--- src/verilog/rom_pkg.sv ---
// Purpose: Shared constants and types for the regulator output monitor.
// Assumes: Eight-bit registers on a nine-bit register address port.
// Notes:   Slots number the eleven monitored regulators 0..10.
`default_nettype none
package rom_pkg;

	// Register addresses
	localparam logic [8:0] ROM_ADDR_CFG    = 9'h114;
	localparam logic [8:0] ROM_ADDR_EN_A   = 9'h115;
	localparam logic [8:0] ROM_ADDR_EN_B   = 9'h116;
	localparam logic [8:0] ROM_ADDR_EN_C   = 9'h117;
	localparam logic [8:0] ROM_ADDR_IDX_AB = 9'h11e;
	localparam logic [8:0] ROM_ADDR_IDX_C  = 9'h11f;

	// Values after reset
	localparam logic [7:0] ROM_CFG_RST   = 8'h00;
	localparam logic [7:0] ROM_EN_RST    = 8'h00;
	localparam logic [2:0] ROM_IDX_RST   = 3'h0;
	localparam logic [7:0] ROM_RDATA_RST = 8'h00;

	// Field positions in the configuration register
	localparam int ROM_DELAY_HI = 7;
	localparam int ROM_DELAY_LO = 6;
	localparam int ROM_MODE_HI  = 5;
	localparam int ROM_MODE_LO  = 4;
	localparam int ROM_DEB_BIT  = 3;
	localparam int ROM_RES_BIT  = 2;
	localparam int ROM_THR_HI   = 1;
	localparam int ROM_THR_LO   = 0;

	// Measurements skipped after enable, per delay code
	localparam logic [2:0] ROM_DLY_CNT0 = 3'h0;
	localparam logic [2:0] ROM_DLY_CNT1 = 3'h1;
	localparam logic [2:0] ROM_DLY_CNT2 = 3'h2;
	localparam logic [2:0] ROM_DLY_CNT3 = 3'h4;

	// Window: 25 % is a shift by two, each code halves it
	localparam logic [2:0] ROM_THR_BASE_SHIFT = 3'h2;

	localparam int         ROM_NUM_REG = 11;
	localparam logic [3:0] ROM_SLOT_NONE = 4'hf;

	// Monitor channels
	localparam logic [1:0] ROM_CH_FIRST  = 2'h0;
	localparam logic [1:0] ROM_CH_SECOND = 2'h1;
	localparam logic [1:0] ROM_CH_THIRD  = 2'h2;

	typedef enum logic [1:0] {
		ROM_MODE_LOCKOUT = 2'h0,
		ROM_MODE_NORMAL  = 2'h1,
		ROM_MODE_BURST   = 2'h2,
		ROM_MODE_RSVD    = 2'h3
	} rom_mode_t;

	// One finished conversion from the converter
	typedef struct packed {
		logic [1:0] chan;
		logic [2:0] idx;
		logic [7:0] value;
		logic [7:0] target;
	} rom_meas_t;

endpackage
`default_nettype wire

--- src/verilog/rom_monitor.sv ---
// Purpose: Regulator output monitor with lockout, auto and burst modes.
// Assumes: Converter results and regulator states arrive on ref_clk_in.
// Notes:   Summary of operation below; modes are a field, not a machine.
//
// Summary of operation
// Range checks start 0, 1, 2 or 4 measurements after regulator enable.
// Mode 00: out-of-range raises event, interrupt and shuts regulator.
// Mode 01: any finished auto measurement raises event and interrupt.
// Mode 10: event only after third channel slot done; 11 reserved.
// Debounce bit off or on for all three monitor channels.
// Reset output asserts on out-of-range if reset bit and mask set.
// Threshold code picks window 25, 12.5, 6.25 or 3.125 percent.
// Only regulators with their enable bit set are counted and range checked.
// Each channel reports last measured regulator index, 000 for none.
// Event flag sticks until cleared; unmasked flag holds interrupt low.
`timescale 1ns/1ps
`default_nettype none
module rom_monitor
	import rom_pkg::*;
(
	// Clock, reset, enable
	input  wire logic                   ref_clk_in,
	input  wire logic                   rst_n_in,
	input  wire logic                   ce_in,
	// Register port
	input  wire logic [8:0]             reg_addr_in,
	input  wire logic                   reg_wr_in,
	input  wire logic                   reg_rd_in,
	input  wire logic [7:0]             reg_wdata_in,
	output logic      [7:0]             reg_rdata_out,
	// Converter results
	input  wire logic                   meas_valid_in,
	input  wire rom_meas_t              meas_in,
	input  wire logic                   burst_slot_done_in,
	// Regulators
	input  wire logic [ROM_NUM_REG-1:0] regulator_on_in,
	output logic      [ROM_NUM_REG-1:0] regulator_shutdown_out,
	// Event and system outputs
	input  wire logic                   range_violation_mask_in,
	input  wire logic                   event_clear_in,
	output logic                        range_violation_event_out,
	output logic                        interrupt_out_n,
	output logic                        system_reset_out_n
);

	// Regulator slot from channel and index, none if reserved
	function automatic logic [3:0] slot_of(logic [1:0] ch, logic [2:0] idx);
		case ({ch, idx})
			5'h01: slot_of = 4'h0;
			5'h02: slot_of = 4'h1;
			5'h03: slot_of = 4'h2;
			5'h04: slot_of = 4'h3;
			5'h06: slot_of = 4'h4;
			5'h09: slot_of = 4'h5;
			5'h0a: slot_of = 4'h6;
			5'h0b: slot_of = 4'h7;
			5'h12: slot_of = 4'h8;
			5'h13: slot_of = 4'h9;
			5'h14: slot_of = 4'ha;
			default: slot_of = ROM_SLOT_NONE;
		endcase
	endfunction

	// Measurements to skip for a delay code
	function automatic logic [2:0] delay_need(logic [1:0] code);
		case (code)
			2'h0: delay_need = ROM_DLY_CNT0;
			2'h1: delay_need = ROM_DLY_CNT1;
			2'h2: delay_need = ROM_DLY_CNT2;
			default: delay_need = ROM_DLY_CNT3;
		endcase
	endfunction

	logic [7:0]             cfg;
	logic [7:0]             en_a;
	logic [7:0]             en_b;
	logic [7:0]             en_c;
	logic [2:0]             idx_first;
	logic [2:0]             idx_second;
	logic [2:0]             idx_third;
	logic [2:0]             meas_cnt [ROM_NUM_REG];
	logic [ROM_NUM_REG-1:0] deb_pend;
	logic [ROM_NUM_REG-1:0] slot_enabled;
	logic                   event_flag;
	rom_mode_t              mode;
	logic [3:0]             slot;
	logic                   slot_ok;
	logic                   armed;
	logic [7:0]             diff;
	logic [7:0]             limit;
	logic                   out_rng;
	logic                   viol_hit;
	logic                   ev_hit;

	assign mode = rom_mode_t'(cfg[ROM_MODE_HI:ROM_MODE_LO]);

	// Per-slot enable bits gathered from the three enable registers
	assign slot_enabled = {en_b[0], en_a[7], en_a[6], en_c[7], en_c[6],
		en_c[5], en_b[2], en_a[2], en_c[4], en_c[3], en_c[2]};

	// Decode and window check of the incoming measurement
	assign slot    = slot_of(meas_in.chan, meas_in.idx);
	assign slot_ok = meas_valid_in && (slot != ROM_SLOT_NONE) &&
		slot_enabled[slot] && regulator_on_in[slot];
	assign armed   = slot_ok && (meas_cnt[slot] >=
		delay_need(cfg[ROM_DELAY_HI:ROM_DELAY_LO]));
	assign diff    = (meas_in.value > meas_in.target) ?
		meas_in.value - meas_in.target : meas_in.target - meas_in.value;
	assign limit   = meas_in.target >> (ROM_THR_BASE_SHIFT +
		{1'b0, cfg[ROM_THR_HI:ROM_THR_LO]});
	assign out_rng = armed && (diff > limit);
	// With debounce on, two violations in a row are needed
	assign viol_hit = out_rng && (mode != ROM_MODE_RSVD) &&
		(!cfg[ROM_DEB_BIT] || deb_pend[slot]);

	// Event source picked by the mode; reserved mode raises nothing
	always_comb begin
		case (mode)
			ROM_MODE_LOCKOUT: ev_hit = viol_hit;
			ROM_MODE_NORMAL: ev_hit = meas_valid_in &&
				(meas_in.chan <= ROM_CH_THIRD);
			ROM_MODE_BURST: ev_hit = burst_slot_done_in;
			default: ev_hit = 1'b0;
		endcase
	end

	// Writable registers
	always_ff @(posedge ref_clk_in) begin
		if (!rst_n_in) begin
			cfg  <= ROM_CFG_RST;
			en_a <= ROM_EN_RST;
			en_b <= ROM_EN_RST;
			en_c <= ROM_EN_RST;
		end else if (ce_in && reg_wr_in) begin
			case (reg_addr_in)
				ROM_ADDR_CFG: cfg <= reg_wdata_in;
				ROM_ADDR_EN_A: en_a <= reg_wdata_in;
				ROM_ADDR_EN_B: en_b <= reg_wdata_in;
				ROM_ADDR_EN_C: en_c <= reg_wdata_in;
				default: ;
			endcase
		end
	end

	// Read data registered; unmapped addresses read zero
	always_ff @(posedge ref_clk_in) begin
		if (!rst_n_in) begin
			reg_rdata_out <= ROM_RDATA_RST;
		end else if (ce_in && reg_rd_in) begin
			case (reg_addr_in)
				ROM_ADDR_CFG: reg_rdata_out <= cfg;
				ROM_ADDR_EN_A: reg_rdata_out <= en_a;
				ROM_ADDR_EN_B: reg_rdata_out <= en_b;
				ROM_ADDR_EN_C: reg_rdata_out <= en_c;
				ROM_ADDR_IDX_AB: reg_rdata_out <=
					{1'b0, idx_second, 1'b0, idx_first};
				ROM_ADDR_IDX_C: reg_rdata_out <= {5'h00, idx_third};
				default: reg_rdata_out <= ROM_RDATA_RST;
			endcase
		end
	end

	// Latest measured regulator per channel, kept even if unmonitored
	always_ff @(posedge ref_clk_in) begin
		if (!rst_n_in) begin
			idx_first  <= ROM_IDX_RST;
			idx_second <= ROM_IDX_RST;
			idx_third  <= ROM_IDX_RST;
		end else if (ce_in && meas_valid_in) begin
			case (meas_in.chan)
				ROM_CH_FIRST: idx_first <= meas_in.idx;
				ROM_CH_SECOND: idx_second <= meas_in.idx;
				ROM_CH_THIRD: idx_third <= meas_in.idx;
				default: ;
			endcase
		end
	end

	// Per-slot delay counter, debounce memory and shutdown output
	generate
		for (genvar s = 0; s < ROM_NUM_REG; s++) begin : g_slot
			// Counter restarts whenever the regulator is off
			always_ff @(posedge ref_clk_in) begin
				if (!rst_n_in) begin
					meas_cnt[s] <= ROM_DLY_CNT0;
				end else if (ce_in) begin
					if (!regulator_on_in[s]) begin
						meas_cnt[s] <= ROM_DLY_CNT0;
					end else if (slot_ok && slot == 4'(s) &&
						meas_cnt[s] < ROM_DLY_CNT3) begin
						meas_cnt[s] <= meas_cnt[s] + 3'h1;
					end
				end
			end
			// Pending hit dropped by in-range result or regulator off
			always_ff @(posedge ref_clk_in) begin
				if (!rst_n_in) begin
					deb_pend[s] <= 1'b0;
				end else if (ce_in && (!regulator_on_in[s] ||
					(armed && slot == 4'(s)))) begin
					deb_pend[s] <= out_rng && regulator_on_in[s];
				end
			end
			// Shutdown holds until the regulator reports off
			always_ff @(posedge ref_clk_in) begin
				if (!rst_n_in) begin
					regulator_shutdown_out[s] <= 1'b0;
				end else if (ce_in) begin
					if (mode == ROM_MODE_LOCKOUT && viol_hit &&
						slot == 4'(s)) begin
						regulator_shutdown_out[s] <= 1'b1;
					end else if (!regulator_on_in[s]) begin
						regulator_shutdown_out[s] <= 1'b0;
					end
				end
			end
		end
	endgenerate

	// Sticky event; a new event beats a clear in the same cycle
	always_ff @(posedge ref_clk_in) begin
		if (!rst_n_in) begin
			event_flag <= 1'b0;
		end else if (ce_in) begin
			if (ev_hit) begin
				event_flag <= 1'b1;
			end else if (event_clear_in) begin
				event_flag <= 1'b0;
			end
		end
	end

	// One-cycle reset pulse per detection, only when both bits allow it
	always_ff @(posedge ref_clk_in) begin
		if (!rst_n_in) begin
			system_reset_out_n <= 1'b1;
		end else if (ce_in) begin
			system_reset_out_n <= !(viol_hit && cfg[ROM_RES_BIT] &&
				range_violation_mask_in);
		end
	end

	assign range_violation_event_out = event_flag;
	// Interrupt is a level while the flag stands unmasked
	assign interrupt_out_n = !(event_flag && range_violation_mask_in);
endmodule // rom_monitor
`default_nettype wire

--- config.mk ---
export PLATFORM = sky130hd
export DESIGN_NAME = rom_monitor
export DESIGN_NICKNAME = d
export VERILOG_FILES = /design/src/verilog/rom_pkg.sv /design/src/verilog/rom_monitor.sv
export SDC_FILE = /design/constraint.sdc
export NUM_CORES = 1
export LEC_CHECK = 0
export BUFFER_PORTS_ARGS = -buffer_cell sky130_fd_sc_hd__buf_2
export CELL_PAD_IN_SITES_DETAIL_PLACEMENT = 0
export CELL_PAD_IN_SITES_GLOBAL_PLACEMENT = 1
export CORE_ASPECT_RATIO = 1.5
export CORE_MARGIN = 4
export CORE_UTILIZATION = 49
export CTS_BUF_LIST = sky130_fd_sc_hd__clkbuf_16
export CTS_CLUSTER_SIZE = 20
export DETAILED_ROUTE_END_ITERATION = 12
export PLACE_DENSITY = 0.85
export SKIP_CTS_REPAIR_TIMING = 1
export SLEW_MARGIN = 20
export SYNTH_ARGS = -nofsm -noshare
export SYNTH_HDL_FRONTEND = slang
export SYNTH_SLANG_ARGS = --single-unit
--- constraint.sdc ---
create_clock -name ref_clk_in -period 6.5 [get_ports ref_clk_in]
set_input_delay 0.325 -clock ref_clk_in [delete_from_list [all_inputs] [get_ports ref_clk_in]]
set_output_delay 0.325 -clock ref_clk_in [all_outputs]
set_load 0.05 [all_outputs]
======== Yosys cells after proc, flatten, opt, wreduce, memory -nomap -nowiden ========
Memories as Yosys holds them, arrays and structs flattened.
Cells that the tools add are included.
operators by class
  add/sub/neg operators ................... 14
  multiply operators ...................... 0
  divide/modulo/power cells ............... 0
  $lt $le $gt $ge ......................... 16
  equal/unequal tests ..................... 35
  shift-type cells ........................ 1
  multiplexer cells ....................... 156
  bitwise operators ....................... 22
  reductions and logical operators ........ 131
operators by type and width
  kind                                                             count
  1-bit two-way mux                                                127
  1-bit logical AND                                                81
  3-bit two-way mux                                                22
  9-bit == test, second input constant                             6
  8-bit case mux with 6 select lines                               1
  2-bit AND reduction                                              19
  3-bit by 1-bit adder with 3-bit output, second input constant    11
  3-bit less-than comparator, second input constant                11
  2-bit by 1-bit != test with 1-bit output, second input constant  11
  1-bit OR                                                         22
  4-bit by 3-bit == test with 1-bit output, second input constant  4
  8-bit greater-than comparator                                    2
  8-bit subtractor                                                 2
  1-bit zero test                                                  14
  1-bit binary-select mux with 4-bit select                        3
  4-bit == test, second input constant                             3
  1-bit logical OR                                                 12
  3-bit case mux with 3 select lines                               1
  4-bit by 2-bit == test with 1-bit output, second input constant  2
  8-bit two-way mux                                                1
  8-bit by 3-bit >> shifter with 8-bit output                      1
  2-bit by 1-bit == test with 1-bit output, second input constant  3
  2-bit == test, second input constant                             3
  2-bit zero test                                                  3
  other kinds (10)                                                 10
storage, ports and cells
  register bits after elaboration ......... 73
  latch bits .............................. 0
  RAM bits ................................ 33
  ROM bits ................................ 128
  input port bits ......................... 58
  output and inout port bits .............. 22
  word-level logic and storage cells ...... 409
  memories kept ........................... 2
memory list
  memory            depth  bits a word  read ports  clocked after Yosys merged registers in  write ports  line               text
  (name not given)  32     4            1           0                                        0            rom_monitor.sv:48  case ({ch, idx})
  meas_cnt          11     3            12          0                                        11           rom_monitor.sv:81  logic [2:0] meas_cnt [ROM_NUM_REG];

======== Longest topological paths before layout ========
An unclocked memory read counts as a cell.
  depth in word-level cells ............... 13
  mapped depth ............................ 20
  mapped depth without buffers ............ 18

======== Least setup slack after synthesis ========
No wires, ideal clock.
  path kind ............................... input-to-reg
  start point ............................. in meas_in[8] (netlist name)
  end point ............................... reg deb_pend[0]
  arrival time ............................ 3.784 ns
  data required time ...................... 6.378 ns
  setup slack ............................. 2.595 ns
  stages on the path ...................... 19
  path buffers ............................ 2
  path through ............................ inv_1 ha_1 inv_1 fa_1 a211oi_1 nor3_1 o221a_2 buf_2 mux2i_1 a221o_1 a221o_1 xor2_1 ha_1 o21a_1 o21ai_0 a211oi_1 o31ai_1 buf_2 mux2i_1
between the ends
  word-level cells in the longest chain between the ends .. 5
  elaborated cells between the ends (all ways) .. 7
RTL lines
  element                                                                   line                                    text
  from (decl)                                                               rom_monitor.sv:33                       input wire rom_meas_t meas_in,
  8-bit subtractor / 8-bit greater-than comparator (equally long branches)  rom_monitor.sv:108, rom_monitor.sv:107
  8-bit two-way mux *                                                       rom_monitor.sv:107                      assign diff = (meas_in.value > meas_in.target) ?
  8-bit greater-than comparator *                                           rom_monitor.sv:111                      assign out_rng = armed && (diff > limit);
  1-bit logical AND *                                                       rom_monitor.sv:111
  1-bit logical AND *                                                       rom_monitor.sv:201                      deb_pend[s] <= out_rng && regulator_on_in[s];
  to (signal, indexed assignment)                                           rom_monitor.sv:201
  to (decl)                                                                 rom_monitor.sv:82                       logic [ROM_NUM_REG-1:0] deb_pend;
Mark *: on every way between the ends. The rest lies on a longest branch, timed or not.
A chain may end at the register's enable or synchronous reset.

======== Final worst setup path ========
  start point ............................. in meas_in[17] (netlist name)
  end point ............................... reg system_reset_out_n
between the ends
  word-level cells in the longest chain between the ends .. 12
  elaborated cells between the ends (all ways) .. 21
RTL lines
  element                                                                    line                text
  memory 32 x 4 bit *                                                        --
  parallel branches: the longest is 7 deep, another holds memory 11 x 3 bit  --
  1-bit logical AND *                                                        rom_monitor.sv:113  assign viol_hit = out_rng && (mode != ROM_MODE_RSVD) &&
  1-bit logical AND * (2 in series)                                          rom_monitor.sv:238  system_reset_out_n <= !(viol_hit && cfg[ROM_RES_BIT] &&
  1-bit zero test *                                                          rom_monitor.sv:238
  to (signal assigned)                                                       rom_monitor.sv:238
  to (decl)                                                                  rom_monitor.sv:43   output logic system_reset_out_n
Mark *: on every way between the ends. The select of a mux whose other input is x is not followed.

==> run metrics <==
Post-route DRC=0; main flop type after synthesis=dfxtp_1; GPL Wtd Cong=0.883; Total Negative Setup Slacks=0 ps; final worst path period need=about 4400 ps; Vias/cell=5.88; worst min path class=input pin to flip-flop; initial antenna violation count=0; critical-path cell list=buf_2 > inv_1 > ha_1 > mux2_2 > a211oi_4 > nand2_1 > and3_1 > a311oi_1 > o31ai_1 > ha_1 > nand2b_1 > a21o_1 > a21oi_1 > a21o_1 > nor3b_2 > or3b_1 > o21a_1; Syn Inst Count=approximately 760; first-pass GRT wire length=30,400 um; Mapped Avg Cell Area=roughly 9 um2; DP HPWL=around 14,000 um; crit path max-delay cell type=a211oi_4; All-Layer GR Usage=between 20% and 30%; max cap viols=0; vias in the first global route=about 6,000; # setup viols final=0; root buf cell=clkbuf_16; Post-Place Cells=between 900 and 1,000; CP Launch Type=input pin; Seq/Total Area, Yosys=between 30 and 40%; VDD IR max=approximately 0.00014 V; Pre-antenna DRT Iters=4; Crit path max-delay family=compound AO/OA/AOI/OAI gates; Final ANT Viol Nets=0; Clock Tree Buf Depth=2; CP required=a little under 7000 ps; CORE AREA=0.0136 mm2; pin count of the biggest net entering global routing=66; Worst-path clk slew=approximately 80 ps; Fmax=0.226 GHz; Fin. Hold Viols=0; clk_skew=roughly 21 ps; ant diodes=0; asr flop ratio synth=0%; power density over the cells=about 200 mW/mm2; Hold Slack=roughly 260 ps; fin. max-slew vios=0; Nets=roughly 910; worst slew pin tran=about 1000 ps; Yosys reg bits=around 110; total wire length=18,200 um; via count=between 5,000 and 6,000; post-layout util=a little under three fifths; grt ovf=0; Final period util=around two thirds; DIE AREA=about 0.016 mm2; Setup CP Type=input pin to flip-flop; Die X=104 um; clk_lat worst skew=360 ps; Num CTS Buffers=9; synth warn=0; # IOs=80; Netlist cell types=71; Area Growth Syn to Fin=11.0%; Routed wire per std cell=between 15 and 20 um; Lkg Pwr=3.10 nW; Max stage delay on crit path=approximately 890 ps; CP Data Arrival Time=~4700 ps; critical path endpoint category=flip-flop; CP bufs+invs=2; crit-path max FO=26; net count after synthesis=between 800 and 900; Die Y=around 150 um; Post-synth EDFFs=33; unrepaired setup endpoints after global routing=no; initial core utilization=around half; TritonCTS Sinks=roughly 110; Port-buffer cells=a little under 80; Finished Layout Cells=about 980; Syn Std Cell Area=0.00682 mm2; status=finished clean; 1st-iter DRT viols=roughly 200; worst relative slew slack=roughly 30%; commonest cells after routing, fill and taps aside=nand2_1 (99), buf_2 (79), dfxtp_1 (73); CTS H-Tree Depth=3; CTS tree=yes; layout cells sized above 1=15.8%; site row count=between 50 and 60; most common cell after layout, fill and taps aside=nand2_1
[tightest hold or removal path, cell delays in order]
cell and delay (ps):
buf_2 120, nand3_1 60, a21boi_0 70
[sequential cells by signal, summed over array words and instances (netlist names), 8 cells and up]
name and flops:
regulator_shutdown_out 11, en_c 8, en_b 8, deb_pend 11
en_a 8, meas_cnt 33, cfg 8, reg_rdata_out 8
[area by class of cell]
cell class / instances / area (um2)
fill: 1224 / 6020
clock inverter: 6 / 66.3
multi-input combinational: 553 / 3960
timing repair buffer: 83 / 425
inverter: 57 / 214
clock buffer: 10 / 250
sequential: 106 / 2450
tap: 162 / 203
[cells in the mapped netlist (all sizes together), types with 20 or more instances]
master | instances | share of area (%)
nor2b | 38 | 3.5
ha | 39 | 7.2
dfxtp | 73 | 21
nand2 | 99 | 5.4
inv | 57 | 3.1
edfxtp | 33 | 15
nor2 | 26 | 1.5
nor4 | 20 | 1.9
o21ai | 26 | 1.9
nand3 | 39 | 2.9
clkbuf | 24 | 1.3
mux2i | 58 | 8.5
a21oi | 21 | 1.7
nor3 | 23 | 1.8
[worst paths after layout]
check                                                             from  slack (ps)  cells after the start                                endpoint
worst max-delay path                                       meas_in[17]        2080                     17         system_reset_out_n$_SDFFE_PN1P_
worst min-delay path                                   reg_wdata_in[0]         260                      3                    en_b[0]$_SDFFE_PN0P_
worst max register to register            meas_cnt[5][0]$_SDFFCE_PN0P_        3430                     12         system_reset_out_n$_SDFFE_PN1P_
worst min register to register  regulator_shutdown_out[3]$_SDFFE_PN0P_         450                      2  regulator_shutdown_out[3]$_SDFFE_PN0P_
[layer usage]
| layer | vias to the layer above | wire [um] | global-route usage [%] |
|---|---|---|---|
| li1 | 2829 | - | - |
| met1 | 2740 | 7220 | 27.4 |
| met2 | 137 | 9510 | 41.6 |
| met3 | 41 | 839 | 4.11 |
| met4 | 0 | 618 | 9.38 |
| met5 | - | 0 | 0 |
[cell families after synthesis]
logic type	after synthesis	share of synthesized area (%)
xor+xnor	7	0.899
buf+inv	97	5.96
flops	106	35.9
simple gates	296	22.6
mux	73	12.3
compound gates	136	14.5
fa+ha+maj	41	7.74
[through the flow]
stage               power [mW]  setup slack (ps)  instance area, um2
floorplan                0.909              2590                6820
CTS                       1.55              2120                7570
finish                    1.54              2080                7570
global route              1.61              1770                7570
global placement         0.982              1880                7260
detailed placement       0.990              1770                7260
[power by group]
part           internal, mW  switching, mW
clock network         0.294          0.273
registers             0.694         0.0101
logic                 0.104          0.167
Note: power is estimated with default switching activity, not from simulation.
